==> src/clk_setup_pkg.sv <==
package clk_setup_pkg;

  // Register byte addresses on the bus
  localparam logic [7:0] CTRL_OFFSET   = 8'h00;
  localparam logic [7:0] MODE_OFFSET   = 8'h04;
  localparam logic [7:0] STATUS_OFFSET = 8'h08;
  localparam logic [7:0] SAMPLE_OFFSET = 8'h0c;

  // Control register field positions
  localparam int CTRL_REF_POWER_BIT = 0;
  localparam int CTRL_PLL_POWER_BIT = 1;
  localparam int CTRL_MASTER_BIT    = 2;
  localparam int CTRL_MCLK_OUT_BIT  = 3;

  // Mode register field positions
  localparam int MODE_FMT_LSB     = 0;
  localparam int MODE_PLLREF_LSB  = 2;
  localparam int MODE_RATE_LSB    = 6;
  localparam int MODE_BCKRATE_BIT = 10;
  localparam int MODE_DIV_LSB     = 12;

  localparam logic [31:0] CTRL_RESET = 32'h0000_0000;
  // Divider 00 selects 256fs output
  localparam logic [31:0] MODE_RESET = 32'h0000_0000;

  // Reference selection codes (pll_reference_sel)
  localparam logic [3:0] REF_FRAME = 4'h0;
  localparam logic [3:0] REF_BIT   = 4'h1;

  // Worst-case lock times
  localparam int LOCK_MCLK_MS  = 40;
  localparam int LOCK_FRAME_MS = 160;
  localparam int LOCK_BIT_MS   = 2;
  localparam int CLK_MHZ       = 125;
  localparam int CYC_PER_MS    = CLK_MHZ * 1000;
  localparam int LOCK_MCLK_CYC  = LOCK_MCLK_MS * CYC_PER_MS;
  localparam int LOCK_FRAME_CYC = LOCK_FRAME_MS * CYC_PER_MS;
  localparam int LOCK_BIT_CYC   = LOCK_BIT_MS * CYC_PER_MS;

  // Reference counted as present after this many edges seen
  localparam int PRESENT_EDGES = 4;

  typedef enum logic [1:0] {
    ST_OFF  = 2'b00,
    ST_WAIT = 2'b01,
    ST_LOCK = 2'b10,
    ST_RUN  = 2'b11
  } pll_state_t;

  typedef struct packed {
    logic       ref_power;
    logic       pll_power;
    logic       master;
    logic       mclk_out_en;
    logic [1:0] format;
    logic [3:0] pll_ref;
    logic [3:0] rate;
    logic       bck_rate;
    logic [1:0] mclk_div;
  } clk_cfg_t;

endpackage : clk_setup_pkg

==> src/edge_sync.sv <==
`timescale 1ns/1ps
module edge_sync (
  input  wire logic clk,
  input  wire logic sys_rst,
  input  wire logic ce,
  input  wire logic async_in,
  output logic      rise
);
  logic meta_reg;
  logic sync_reg;
  logic last_reg;
  logic [1:0] prime_reg;

  always_ff @(posedge clk or posedge sys_rst)
  begin
    if (sys_rst)
    begin
      meta_reg <= 1'b0;
      sync_reg <= 1'b0;
      last_reg <= 1'b0;
    end
    else if (ce)
    begin
      meta_reg <= async_in;
      sync_reg <= meta_reg;
      last_reg <= sync_reg;
    end
  end

  // Edges count only once the history flop holds a real sample, so a pin
  // resting high on its pull-up does not look like a rising edge after reset
  always_ff @(posedge clk or posedge sys_rst)
  begin
    if (sys_rst)
      prime_reg <= 2'h0;
    else if (ce && prime_reg != 2'h3)
      prime_reg <= prime_reg + 2'h1;
  end

  assign rise = ce & prime_reg[1] & prime_reg[0] & sync_reg & ~last_reg;
endmodule : edge_sync

==> src/codec_clock_setup_sequencer.sv <==
//Contract
// - PLL power bit zero selects external clock mode, one PLL mode.
// - Master mode PLL locks within 40ms of PLL power rising.
// - Master mode frame and bit clocks start only after lock.
// - Master clock output invalid before lock, valid after, off when disabled.
// - Slave PLL starts only after power rise and reference present.
// - Slave lock within 160ms on frame clock, 2ms on bit clock.
// - Frame and bit clock pins undriven until master bit set.
// - DAC samples two's complement; 7fff max, 8000 min full scale.
// - Rate field sets PLL sample rate or expected input clock rate.
// - Two-bit divider sets master clock output rate, default 256fs.
`timescale 1ns/1ps
module codec_clock_setup_sequencer #(
  parameter int LOCK_MCLK  = clk_setup_pkg::LOCK_MCLK_CYC,
  parameter int LOCK_FRAME = clk_setup_pkg::LOCK_FRAME_CYC,
  parameter int LOCK_BIT   = clk_setup_pkg::LOCK_BIT_CYC
) (
  input  wire logic        clk,
  input  wire logic        sys_rst,
  input  wire logic        ce,
  input  wire logic        psel,
  input  wire logic        penable,
  input  wire logic        pwrite,
  input  wire logic [7:0]  paddr,
  input  wire logic [31:0] pwdata,
  output logic      [31:0] prdata,
  output logic             pready,
  output logic             pslverr,
  input  wire logic        master_clock_in,
  input  wire logic        frame_clock_in,
  input  wire logic        serial_bit_clock_in,
  output logic             frame_clock_oe,
  output logic             serial_bit_clock_oe,
  output logic             serial_clk_gate,
  output logic             master_clock_out_en,
  output logic             master_clock_out_valid,
  output logic             external_clock_mode,
  output logic             common_ref_power,
  output logic             clocks_ok,
  output logic [3:0]       rate_select,
  output logic [1:0]       mclk_out_divider,
  output logic signed [15:0] dac_level
);
  import clk_setup_pkg::*;

  clk_setup_pkg::clk_cfg_t cfg_reg;
  pll_state_t              st_reg;
  logic [31:0]             lock_cnt_reg;
  logic [31:0]             lock_lim;
  logic                    pll_pwr_last_reg;
  logic [2:0]              mck_seen_reg;
  logic [2:0]              frm_seen_reg;
  logic [2:0]              bck_seen_reg;
  logic                    mck_rise;
  logic                    frm_rise;
  logic                    bck_rise;
  logic                    ref_present;
  logic                    locked;
  logic                    pll_rise;
  logic                    wr_en;
  logic [15:0]             sample_reg;

  // Slave mode uses the pll_reference code; master mode always locks to the input clock
  edge_sync u_mck (.clk(clk), .sys_rst(sys_rst), .ce(ce), .async_in(master_clock_in),
                   .rise(mck_rise));
  edge_sync u_frm (.clk(clk), .sys_rst(sys_rst), .ce(ce), .async_in(frame_clock_in),
                   .rise(frm_rise));
  edge_sync u_bck (.clk(clk), .sys_rst(sys_rst), .ce(ce), .async_in(serial_bit_clock_in),
                   .rise(bck_rise));

  assign wr_en    = psel & penable & pwrite & ce;
  assign pll_rise = cfg_reg.pll_power & ~pll_pwr_last_reg;
  assign locked   = (st_reg == ST_RUN);

  // Register writes
  always_ff @(posedge clk or posedge sys_rst)
  begin
    if (sys_rst)
    begin
      cfg_reg    <= '0;
      sample_reg <= 16'h0000;
    end
    else if (wr_en)
    begin
      case (paddr)
        CTRL_OFFSET:
        begin
          cfg_reg.ref_power   <= pwdata[CTRL_REF_POWER_BIT];
          cfg_reg.pll_power   <= pwdata[CTRL_PLL_POWER_BIT];
          cfg_reg.master      <= pwdata[CTRL_MASTER_BIT];
          cfg_reg.mclk_out_en <= pwdata[CTRL_MCLK_OUT_BIT];
        end
        MODE_OFFSET:
        begin
          cfg_reg.format   <= pwdata[MODE_FMT_LSB +: 2];
          cfg_reg.pll_ref  <= pwdata[MODE_PLLREF_LSB +: 4];
          cfg_reg.rate     <= pwdata[MODE_RATE_LSB +: 4];
          cfg_reg.bck_rate <= pwdata[MODE_BCKRATE_BIT];
          cfg_reg.mclk_div <= pwdata[MODE_DIV_LSB +: 2];
        end
        SAMPLE_OFFSET: sample_reg <= pwdata[15:0];
        default: ;
      endcase
    end
  end

  // Read path answers in the access cycle; unmapped addresses give slverr
  always_ff @(posedge clk or posedge sys_rst)
  begin
    if (sys_rst)
    begin
      prdata  <= 32'h0000_0000;
      pready  <= 1'b0;
      pslverr <= 1'b0;
    end
    else if (ce)
    begin
      pready  <= psel & ~penable;
      pslverr <= psel & ~penable & ~(paddr == CTRL_OFFSET || paddr == MODE_OFFSET ||
                                     paddr == STATUS_OFFSET || paddr == SAMPLE_OFFSET);
      prdata  <= 32'h0000_0000;
      if (psel & ~penable & ~pwrite)
      begin
        case (paddr)
          CTRL_OFFSET:   prdata <= {28'h0, cfg_reg.mclk_out_en, cfg_reg.master,
                                    cfg_reg.pll_power, cfg_reg.ref_power};
          MODE_OFFSET:   prdata <= {18'h0, cfg_reg.mclk_div, 1'b0, cfg_reg.bck_rate,
                                    cfg_reg.rate, cfg_reg.pll_ref, cfg_reg.format};
          STATUS_OFFSET: prdata <= {28'h0, ref_present, locked, st_reg};
          SAMPLE_OFFSET: prdata <= {16'h0, sample_reg};
          default:       prdata <= 32'h0000_0000;
        endcase
      end
    end
  end

  // Saturating edge counters mark a reference as present; sticky until reset
  always_ff @(posedge clk or posedge sys_rst)
  begin
    if (sys_rst)
    begin
      mck_seen_reg <= 3'h0;
      frm_seen_reg <= 3'h0;
      bck_seen_reg <= 3'h0;
    end
    else if (ce)
    begin
      if (mck_rise && mck_seen_reg != 3'(PRESENT_EDGES))
        mck_seen_reg <= mck_seen_reg + 3'h1;
      if (frm_rise && frm_seen_reg != 3'(PRESENT_EDGES))
        frm_seen_reg <= frm_seen_reg + 3'h1;
      if (bck_rise && bck_seen_reg != 3'(PRESENT_EDGES))
        bck_seen_reg <= bck_seen_reg + 3'h1;
    end
  end

  always_comb
  begin
    if (cfg_reg.master)
    begin
      ref_present = (mck_seen_reg == 3'(PRESENT_EDGES));
      lock_lim    = 32'(LOCK_MCLK);
    end
    else if (cfg_reg.pll_ref == REF_FRAME)
    begin
      ref_present = (frm_seen_reg == 3'(PRESENT_EDGES));
      lock_lim    = 32'(LOCK_FRAME);
    end
    else if (cfg_reg.pll_ref == REF_BIT)
    begin
      ref_present = (bck_seen_reg == 3'(PRESENT_EDGES));
      lock_lim    = 32'(LOCK_BIT);
    end
    else
    begin
      ref_present = (mck_seen_reg == 3'(PRESENT_EDGES));
      lock_lim    = 32'(LOCK_MCLK);
    end
  end

  // PLL start and lock timer
  always_ff @(posedge clk or posedge sys_rst)
  begin
    if (sys_rst)
    begin
      st_reg           <= ST_OFF;
      lock_cnt_reg     <= 32'h0;
      pll_pwr_last_reg <= 1'b0;
    end
    else if (ce)
    begin
      pll_pwr_last_reg <= cfg_reg.pll_power;
      case (st_reg)
        ST_OFF:
          if (pll_rise)
            st_reg <= ST_WAIT;
        ST_WAIT:
          if (!cfg_reg.pll_power)
            st_reg <= ST_OFF;
          else if (ref_present)
          begin
            st_reg       <= ST_LOCK;
            lock_cnt_reg <= 32'h0;
          end
        ST_LOCK:
          if (!cfg_reg.pll_power)
            st_reg <= ST_OFF;
          else if (lock_cnt_reg >= lock_lim - 32'h1)
            st_reg <= ST_RUN;
          else
            lock_cnt_reg <= lock_cnt_reg + 32'h1;
        ST_RUN:
          if (!cfg_reg.pll_power)
            st_reg <= ST_OFF;
        default: st_reg <= ST_OFF;
      endcase
    end
  end

  // Outputs all registered; master clock output may run before lock but is flagged invalid
  always_ff @(posedge clk or posedge sys_rst)
  begin
    if (sys_rst)
    begin
      frame_clock_oe         <= 1'b0;
      serial_bit_clock_oe    <= 1'b0;
      serial_clk_gate        <= 1'b0;
      master_clock_out_en    <= 1'b0;
      master_clock_out_valid <= 1'b0;
      external_clock_mode    <= 1'b1;
      common_ref_power       <= 1'b0;
      clocks_ok              <= 1'b0;
      rate_select            <= 4'h0;
      mclk_out_divider       <= 2'h0;
      dac_level              <= 16'sh0000;
    end
    else if (ce)
    begin
      frame_clock_oe         <= cfg_reg.master;
      serial_bit_clock_oe    <= cfg_reg.master;
      serial_clk_gate        <= cfg_reg.master & cfg_reg.pll_power & locked;
      master_clock_out_en    <= cfg_reg.mclk_out_en & cfg_reg.pll_power;
      master_clock_out_valid <= cfg_reg.mclk_out_en & cfg_reg.pll_power & locked;
      external_clock_mode    <= ~cfg_reg.pll_power;
      common_ref_power       <= cfg_reg.ref_power;
      clocks_ok              <= cfg_reg.pll_power ? locked :
                                (mck_seen_reg == 3'(PRESENT_EDGES)) &
                                (frm_seen_reg == 3'(PRESENT_EDGES)) &
                                (bck_seen_reg == 3'(PRESENT_EDGES));
      rate_select            <= cfg_reg.rate;
      mclk_out_divider       <= cfg_reg.mclk_div;
      dac_level              <= signed'(sample_reg);
    end
  end
endmodule : codec_clock_setup_sequencer

==> config.mk <==
export PLATFORM = sky130hd
export DESIGN_NAME = codec_clock_setup_sequencer
export DESIGN_NICKNAME = d
export VERILOG_FILES = /design/src/clk_setup_pkg.sv /design/src/edge_sync.sv /design/src/codec_clock_setup_sequencer.sv
export SDC_FILE = /design/constraint.sdc
export NUM_CORES = 1
export LEC_CHECK = 0
export BUFFER_PORTS_ARGS = -buffer_cell sky130_fd_sc_hd__buf_2
export CORE_AREA = 2 2 119 121
export DETAILED_ROUTE_END_ITERATION = 16
export DIE_AREA = 0 0 121 123
export GPL_ROUTABILITY_DRIVEN = 0
export GPL_TIMING_DRIVEN = 0
export PLACE_DENSITY_LB_ADDON = 0.25
export SKIP_CTS_REPAIR_TIMING = 1
export SYNTH_ARGS = -nofsm -noshare
export SYNTH_HDL_FRONTEND = slang
export SYNTH_SLANG_ARGS = --single-unit
==> constraint.sdc <==
create_clock -name clk -period 3.83 [get_ports clk]
set_input_delay 0.1915 -clock clk [delete_from_list [all_inputs] [get_ports clk]]
set_output_delay 0.1915 -clock clk [all_outputs]
set_load 0.02 [all_outputs]
==> reports/metrics.yaml, run 1 <==
grt_pass1_wl_um: 25500
num_rows: 43
grt_max_degree: 44
drive_gt1_share_pct: 29.4
yosysWarnings: 0
htree_levels: 4
worstPathArrival_ns: 3.92
n_antenna_cell: 0
io_buffers: 78
cp_max_fo: 9
drtPass1Iterations: 5
ios: 113
worstSkewPairLatency_ns: 0.43
ys_seq_area_share_pct: 50.8
async_reset_ff_share_pct: 100
dp_hpwl_um: 11300
min_to: "sample_reg[14]"
crit_start: "cfg_reg[9]"
wl_per_cell_um: 16.7
path_class: "register to register"
clockBufferDepth: 2
routed_wl_um: 15600
multi_input_area_mm2: 0.00306
r2r_cells: 13
coreArea_mm2: 0.0136
antenna_found_initial: 0
outcome: "finished clean"
maxSlewViolCount: 0
drc: 0
cts_root_buf: "clkbuf_16"
syn_avg_cell_area_um2: 11.1
peakVddDrop_uv: 273
fmax_mhz: 277
drv_cap: 0
setup_tns_ns: 0
cts_buffers: 17
critPathRequiredTime_ns: 4.13
min-delay-start: "pwdata[14]"
postSynthCellCount: 617
timing.rr.start: "cfg_reg[9]"
worst_pin_slew_ns: 0.833
ant_nets: 0
track_usage_pct: 22.1
power.density_mw_per_mm2: 445
die_y_um: 123
end_kind: "register"
dr.first_iter.drc_count: 225
p_leak_nw: 4.08
synth.most_common_cell: "dfrtp_1"
layout.nets: 822
whs_path_depth: 2
synth-seq-cells: 139
synth.area.top_cells: "dfrtp_1, mux2_2, ha_1"
netlist-cell-type-count: 51
grt.overflow.total: 0
num-fill-cells: 1096
max_slew_margin_pct: 44.5
cts_tree: "done"
yosys-top-cells-count: "dfrtp_1, mux2_2, nand2_1"
hp-class: "input pin to register"
synth_edf_count: 0
synth-main-ff-cell: "dfrtp_1"
largest_register_ffs: 32
synth_top_area_share_pct: 50.4
viasPerCell: 5.52
grt_setup_unrepaired: "no"
cts_sinks: 139
worst-r2r-setup-slack_ns: 0.22
die-area_mm2: 0.0149
synth_top_cell_by_area: "dfrtp_1"
dpl_cell_area_mm2: 0.00759
grt_pass1_vias: 5197
post-route-min-period_ns: 3.61
crit_path_start_kind: "register"
reg2reg_to: "lock_cnt_reg[18]"
hold_violations: 0
die_x_um: 121
seqCellArea_mm2: 0.00348
finalClockSkew_ns: 0.0111
syn-cell-area_mm2: 0.00685
path_clk_slew_ns: 0.06
start_util_pct: 50.4
post-route-period-util_pct: 94.3
dr_total_vias: 5152
setup_viol: 0
fin_area_mm2: 0.00825
area_delta_synth_final_pct: 20.4
## metal layers
| layer | vias up | global-route usage, % | wire, um |
|---|---|---|---|
| met5 | - | 0 | 0 |
| met2 | 151 | 36.9 | 7860 |
| li1 | 2438 | - | - |
| met4 | 0 | 8.28 | 235 |
| met3 | 23 | 6.27 | 959 |
| met1 | 2540 | 27.4 | 6560 |
## layout by cell type, fill, tap and decap left out, types with 4 or more instances in the layout
master,n
a21oi_1,32
a31oi_1,16
a32o_1,4
a41oi_1,6
and2_1,8
and3_1,6
buf_2,80
buf_4,22
clkbuf_1,13
clkbuf_16,17
clkinv_4,4
conb_1,18
dfrtp_1,138
dlygate4sd3_1,5
ha_1,32
inv_1,37
inv_6,4
mux2_2,68
mux2i_1,10
mux4_2,4
nand2_1,45
nand2b_1,4
nand3_1,26
nand4_1,9
nor2_1,28
nor3_1,11
nor4_1,5
o21a_1,6
o21ai_0,31
o22ai_1,10
xnor2_1,6
xor2_1,4
## stage by stage
step           hold slack (ns)  total power, mW  util, %  setup WS, ns  cells
6_report               0.00660             3.67     60.6         0.217    934
5_1_grt                0.00746             3.83     60.6        0.0121    934
4_1_cts                -0.0958             3.69     60.1       0.00847    926
3_5_place_dp             0.361             2.08     55.8        0.0177    894
3_3_place_gp             0.425             2.03     55.3        0.0309    891
2_1_floorplan            0.330             1.95        -         0.547    633
## worst max-delay path: stages (launching register included)
cell	delay (ns)
dfrtp_1	0.36
clkbuf_1	0.18
nor4_4	0.36
inv_1	0.11
nor2_1	0.16
inv_1	0.18
ha_1	0.33
a21o_1	0.18
a21oi_1	0.14
nor2_1	0.06
or4_4	0.54
nor4_4	0.38
nor2_2	0.19
a211o_1	0.33
## logic make-up after synthesis
kind of cell	after synthesis	synth area share, %
compound gates	116	10.3
fa+ha+maj	32	5.84
flops	139	50.8
other cells	2	0.110
simple gates	161	12.3
mux	82	13.9
buf+inv	75	5.51
xor+xnor	10	1.28
## how the worst max path moves through the flow
stage | to | slack (ns) | depth (start not counted)
6_report | lock_cnt_reg[18] | 0.22 | 13
5_1_grt | lock_cnt_reg[1] | 0.01 | 13
4_1_cts | lock_cnt_reg[18] | 0.008 | 13
3_5_place_dp | lock_cnt_reg[21] | 0.02 | 14
3_3_place_gp | lock_cnt_reg[16] | 0.03 | 13
2_1_floorplan | lock_cnt_reg[17] | 0.55 | 14
## area by class of cell
cell class,instances,share of cell area (%)
Sequential cell,139,42.2
Multi-Input combinational cell,419,37.0
Timing Repair Buffer,89,6.34
Clock buffer,19,5.49
Buffer,37,2.85
Tap cell,180,2.73
Inverter,38,1.77
Clock inverter,13,1.59
## power breakdown
group | switching, mW | total [mW] | internal [mW]
registers | 0.0819 | 1.66 | 1.57
clock network | 0.664 | 1.61 | 0.942
logic | 0.223 | 0.406 | 0.183
total | 0.969 | 3.67 | 2.70
Note: power is estimated with default switching activity, not from simulation.
==> run 2: changes to the inputs <==
Settings changed: HOLD_SLACK_MARGIN set to 0.08, MAX_ROUTING_LAYER set to met4, SKIP_CTS_REPAIR_TIMING 1 to not set.
==> reports/metrics.yaml, run 2 (synthesis results as in run 1) <==
outcome: "finished clean"  # unchanged
start_util_pct: 50.4  # unchanged
p_leak_nw: 4.14  # was 4.08 nW
drive_gt1_share_pct: 28.8  # was 29.4%
setup_tns_ns: 0  # unchanged
ios: 113  # unchanged
drv_cap: 0  # unchanged
path_cells: "nor4_4, inv_1, nor2_1, inv_1, ha_1, a21o_1, a21oi_1, nor2_1, or4_4, nor4_4, nor2_2, a211o_1"  # was clkbuf_1, nor4_4, inv_1, nor2_1, inv_1, ha_1, a21o_1, a21oi_1, nor2_1, or4_4, nor4_4, nor2_2, a211o_1
largest_register_ffs: 32  # unchanged
drc: 0  # unchanged
fmax_mhz: 275  # was 277 MHz
io_buffers: 78  # unchanged
maxSlewViolCount: 0  # unchanged
wl_per_cell_um: 16.7  # about the same
num_rows: 43  # unchanged
power.density_mw_per_mm2: 437  # was 445 mW/mm^2
finalClockSkew_ns: 0.0152  # was 0.0111 ns
grt_max_degree: 44  # unchanged
cts_root_buf: "clkbuf_16"  # unchanged
antenna_found_initial: 0  # unchanged
num-fill-cells: 1076  # was 1096
hp-class: "input pin to register"  # unchanged
dp_hpwl_um: 11300  # unchanged
end_kind: "register"  # unchanged
path_class: "register to register"  # unchanged
worst_pin_slew_ns: 0.831  # was 0.833 ns
viasPerCell: 5.50  # was 5.52
drtPass1Iterations: 5  # unchanged
grt.overflow.total: 0  # unchanged
seqCellArea_mm2: 0.00348  # unchanged
setup_viol: 0  # unchanged
worstPathArrival_ns: 3.94  # was 3.92 ns
layout_commonest_cell: "dfrtp_1"  # unchanged
routed_wl_um: 15900  # was 15600 um
multi_input_area_mm2: 0.00306  # unchanged
crit_path_start_kind: "register"  # unchanged
coreArea_mm2: 0.0136  # unchanged
dr.first_iter.drc_count: 272  # was 225
htree_levels: 4  # unchanged
cts.repair.resized: 0
cpMaxStageDelayCell: "or4_4"  # unchanged
worstSkewPairLatency_ns: 0.43  # about the same
die-area_mm2: 0.0149  # unchanged
die_x_um: 121  # unchanged
grt_pass1_vias: 5325  # was 5197
hold_ws_ns: 0.0971  # was 0.00660 ns
layout_common_cells: "dfrtp_1, buf_2, mux2_2, nand2_1, inv_1"  # unchanged
cts_tree: "done"  # unchanged
clockBufferDepth: 2  # unchanged
n_antenna_cell: 0  # unchanged
post-route-period-util_pct: 94.9  # was 94.3%
max_slew_margin_pct: 44.2  # was 44.5%
layout.nets: 839  # was 822
grt_pass1_wl_um: 25900  # was 25500 um
critPathRequiredTime_ns: 4.13  # about the same
dr_total_vias: 5229  # was 5152
die_y_um: 123  # unchanged
track_usage_pct: 23.2  # was 22.1%
grt_setup_unrepaired: "no"  # unchanged
cts_buffers: 17  # unchanged
peakVddDrop_uv: 275  # was 273 uV
cp_max_fo: 9  # unchanged
area_delta_synth_final_pct: 22.9  # was 20.4%
ant_nets: 0  # unchanged
cts_sinks: 139  # unchanged
post-route-min-period_ns: 3.63  # was 3.61 ns
hold_violations: 0  # unchanged
cpPeakStageDelay_ns: 0.54  # about the same
path_clk_slew_ns: 0.06  # about the same
[run 2: changes by cell type in the layout (fill, tap and decap cells not counted), sizes merged]
cell / before / now
dlygate4sd3: 5 / 22
[run 2: what timing repair did]
action / in CTS / in global routing
setup buffers: 0 / 3
hold buffers: 22 / 0
setup endpoints to repair: 0 / 31
endpoints found under the hold margin: 70 / 0
[run 2: report_power, final]
| group | total (mW) | internal [mW] | switching, mW | leakage [nW] |
|---|---|---|---|---|
| sequential | 1.66 | 1.57 | 0.0818 | 1.87 |
| combinational | 0.419 | 0.194 | 0.226 | 1.99 |
| clock | 1.61 | 0.942 | 0.666 | 0.283 |
| total | 3.68 | 2.71 | 0.974 | 4.14 |
[run 2: final cells by class]
| type | instances | share of cell area [%] |
|---|---|---|
| Sequential cell | 139 | 41.3 |
| Timing Repair Buffer | 106 | 8.23 |
| Tap cell | 180 | 2.67 |
| Buffer | 37 | 2.79 |
| Multi-Input combinational cell | 419 | 36.3 |
| Clock buffer | 19 | 5.38 |
| Clock inverter | 13 | 1.56 |
| Inverter | 38 | 1.74 |
[run 2: critical path, delay by kind of cell, from the launching register on]
kind	cells	cell delay [ns]
AND/OR/NAND/NOR	6	1.76
AO/OA/AOI/OAI	3	0.65
flip-flops	1	0.47
adder cells (fa/ha/maj)	1	0.33
buffers and inverters	2	0.29
[run 2: metal layers]
layer	share of wire, %	GRT usage [%]	vias up
li1	-	-	2472
met1	43	28.1	2600
met2	51	38.2	135
met3	4.5	4.66	22
met4	1.6	9.38	0
met5	0	-	-
[run 2: stage by stage]
stage | instance area, um^2 | power (mW) | std cells | utilization (%) | worst slack [ns]
floorplan | 6920 | 1.95 | 633 | - | 0.547
global placement | 7530 | 2.03 | 891 | 55.3 | 0.0309
detailed placement | 7590 | 2.08 | 894 | 55.8 | 0.0177
CTS | 8400 | 3.71 | 948 | 61.7 | 0.00847
global route | 8420 | 3.84 | 951 | 61.9 | 0.0117
finish | 8420 | 3.68 | 951 | 61.9 | 0.195
[run 2: final timing paths]
| path | start | end | slack, ns | depth (start not counted) |
|---|---|---|---|---|
| max reg2reg | cfg_reg[8] | lock_cnt_reg[18] | 0.20 | 12 |
| min in group asynchronous | sys_rst | sample_reg[6] | 0.44 | 3 |
| min reg2reg | mck_seen_reg[2] | mck_seen_reg[2] | 0.48 | 1 |
| max in group asynchronous | sys_rst | external_clock_mode | 2.43 | 5 |
| max | cfg_reg[8] | lock_cnt_reg[18] | 0.20 | 12 |
| min | paddr[1] | pslverr | 0.1 | 3 |
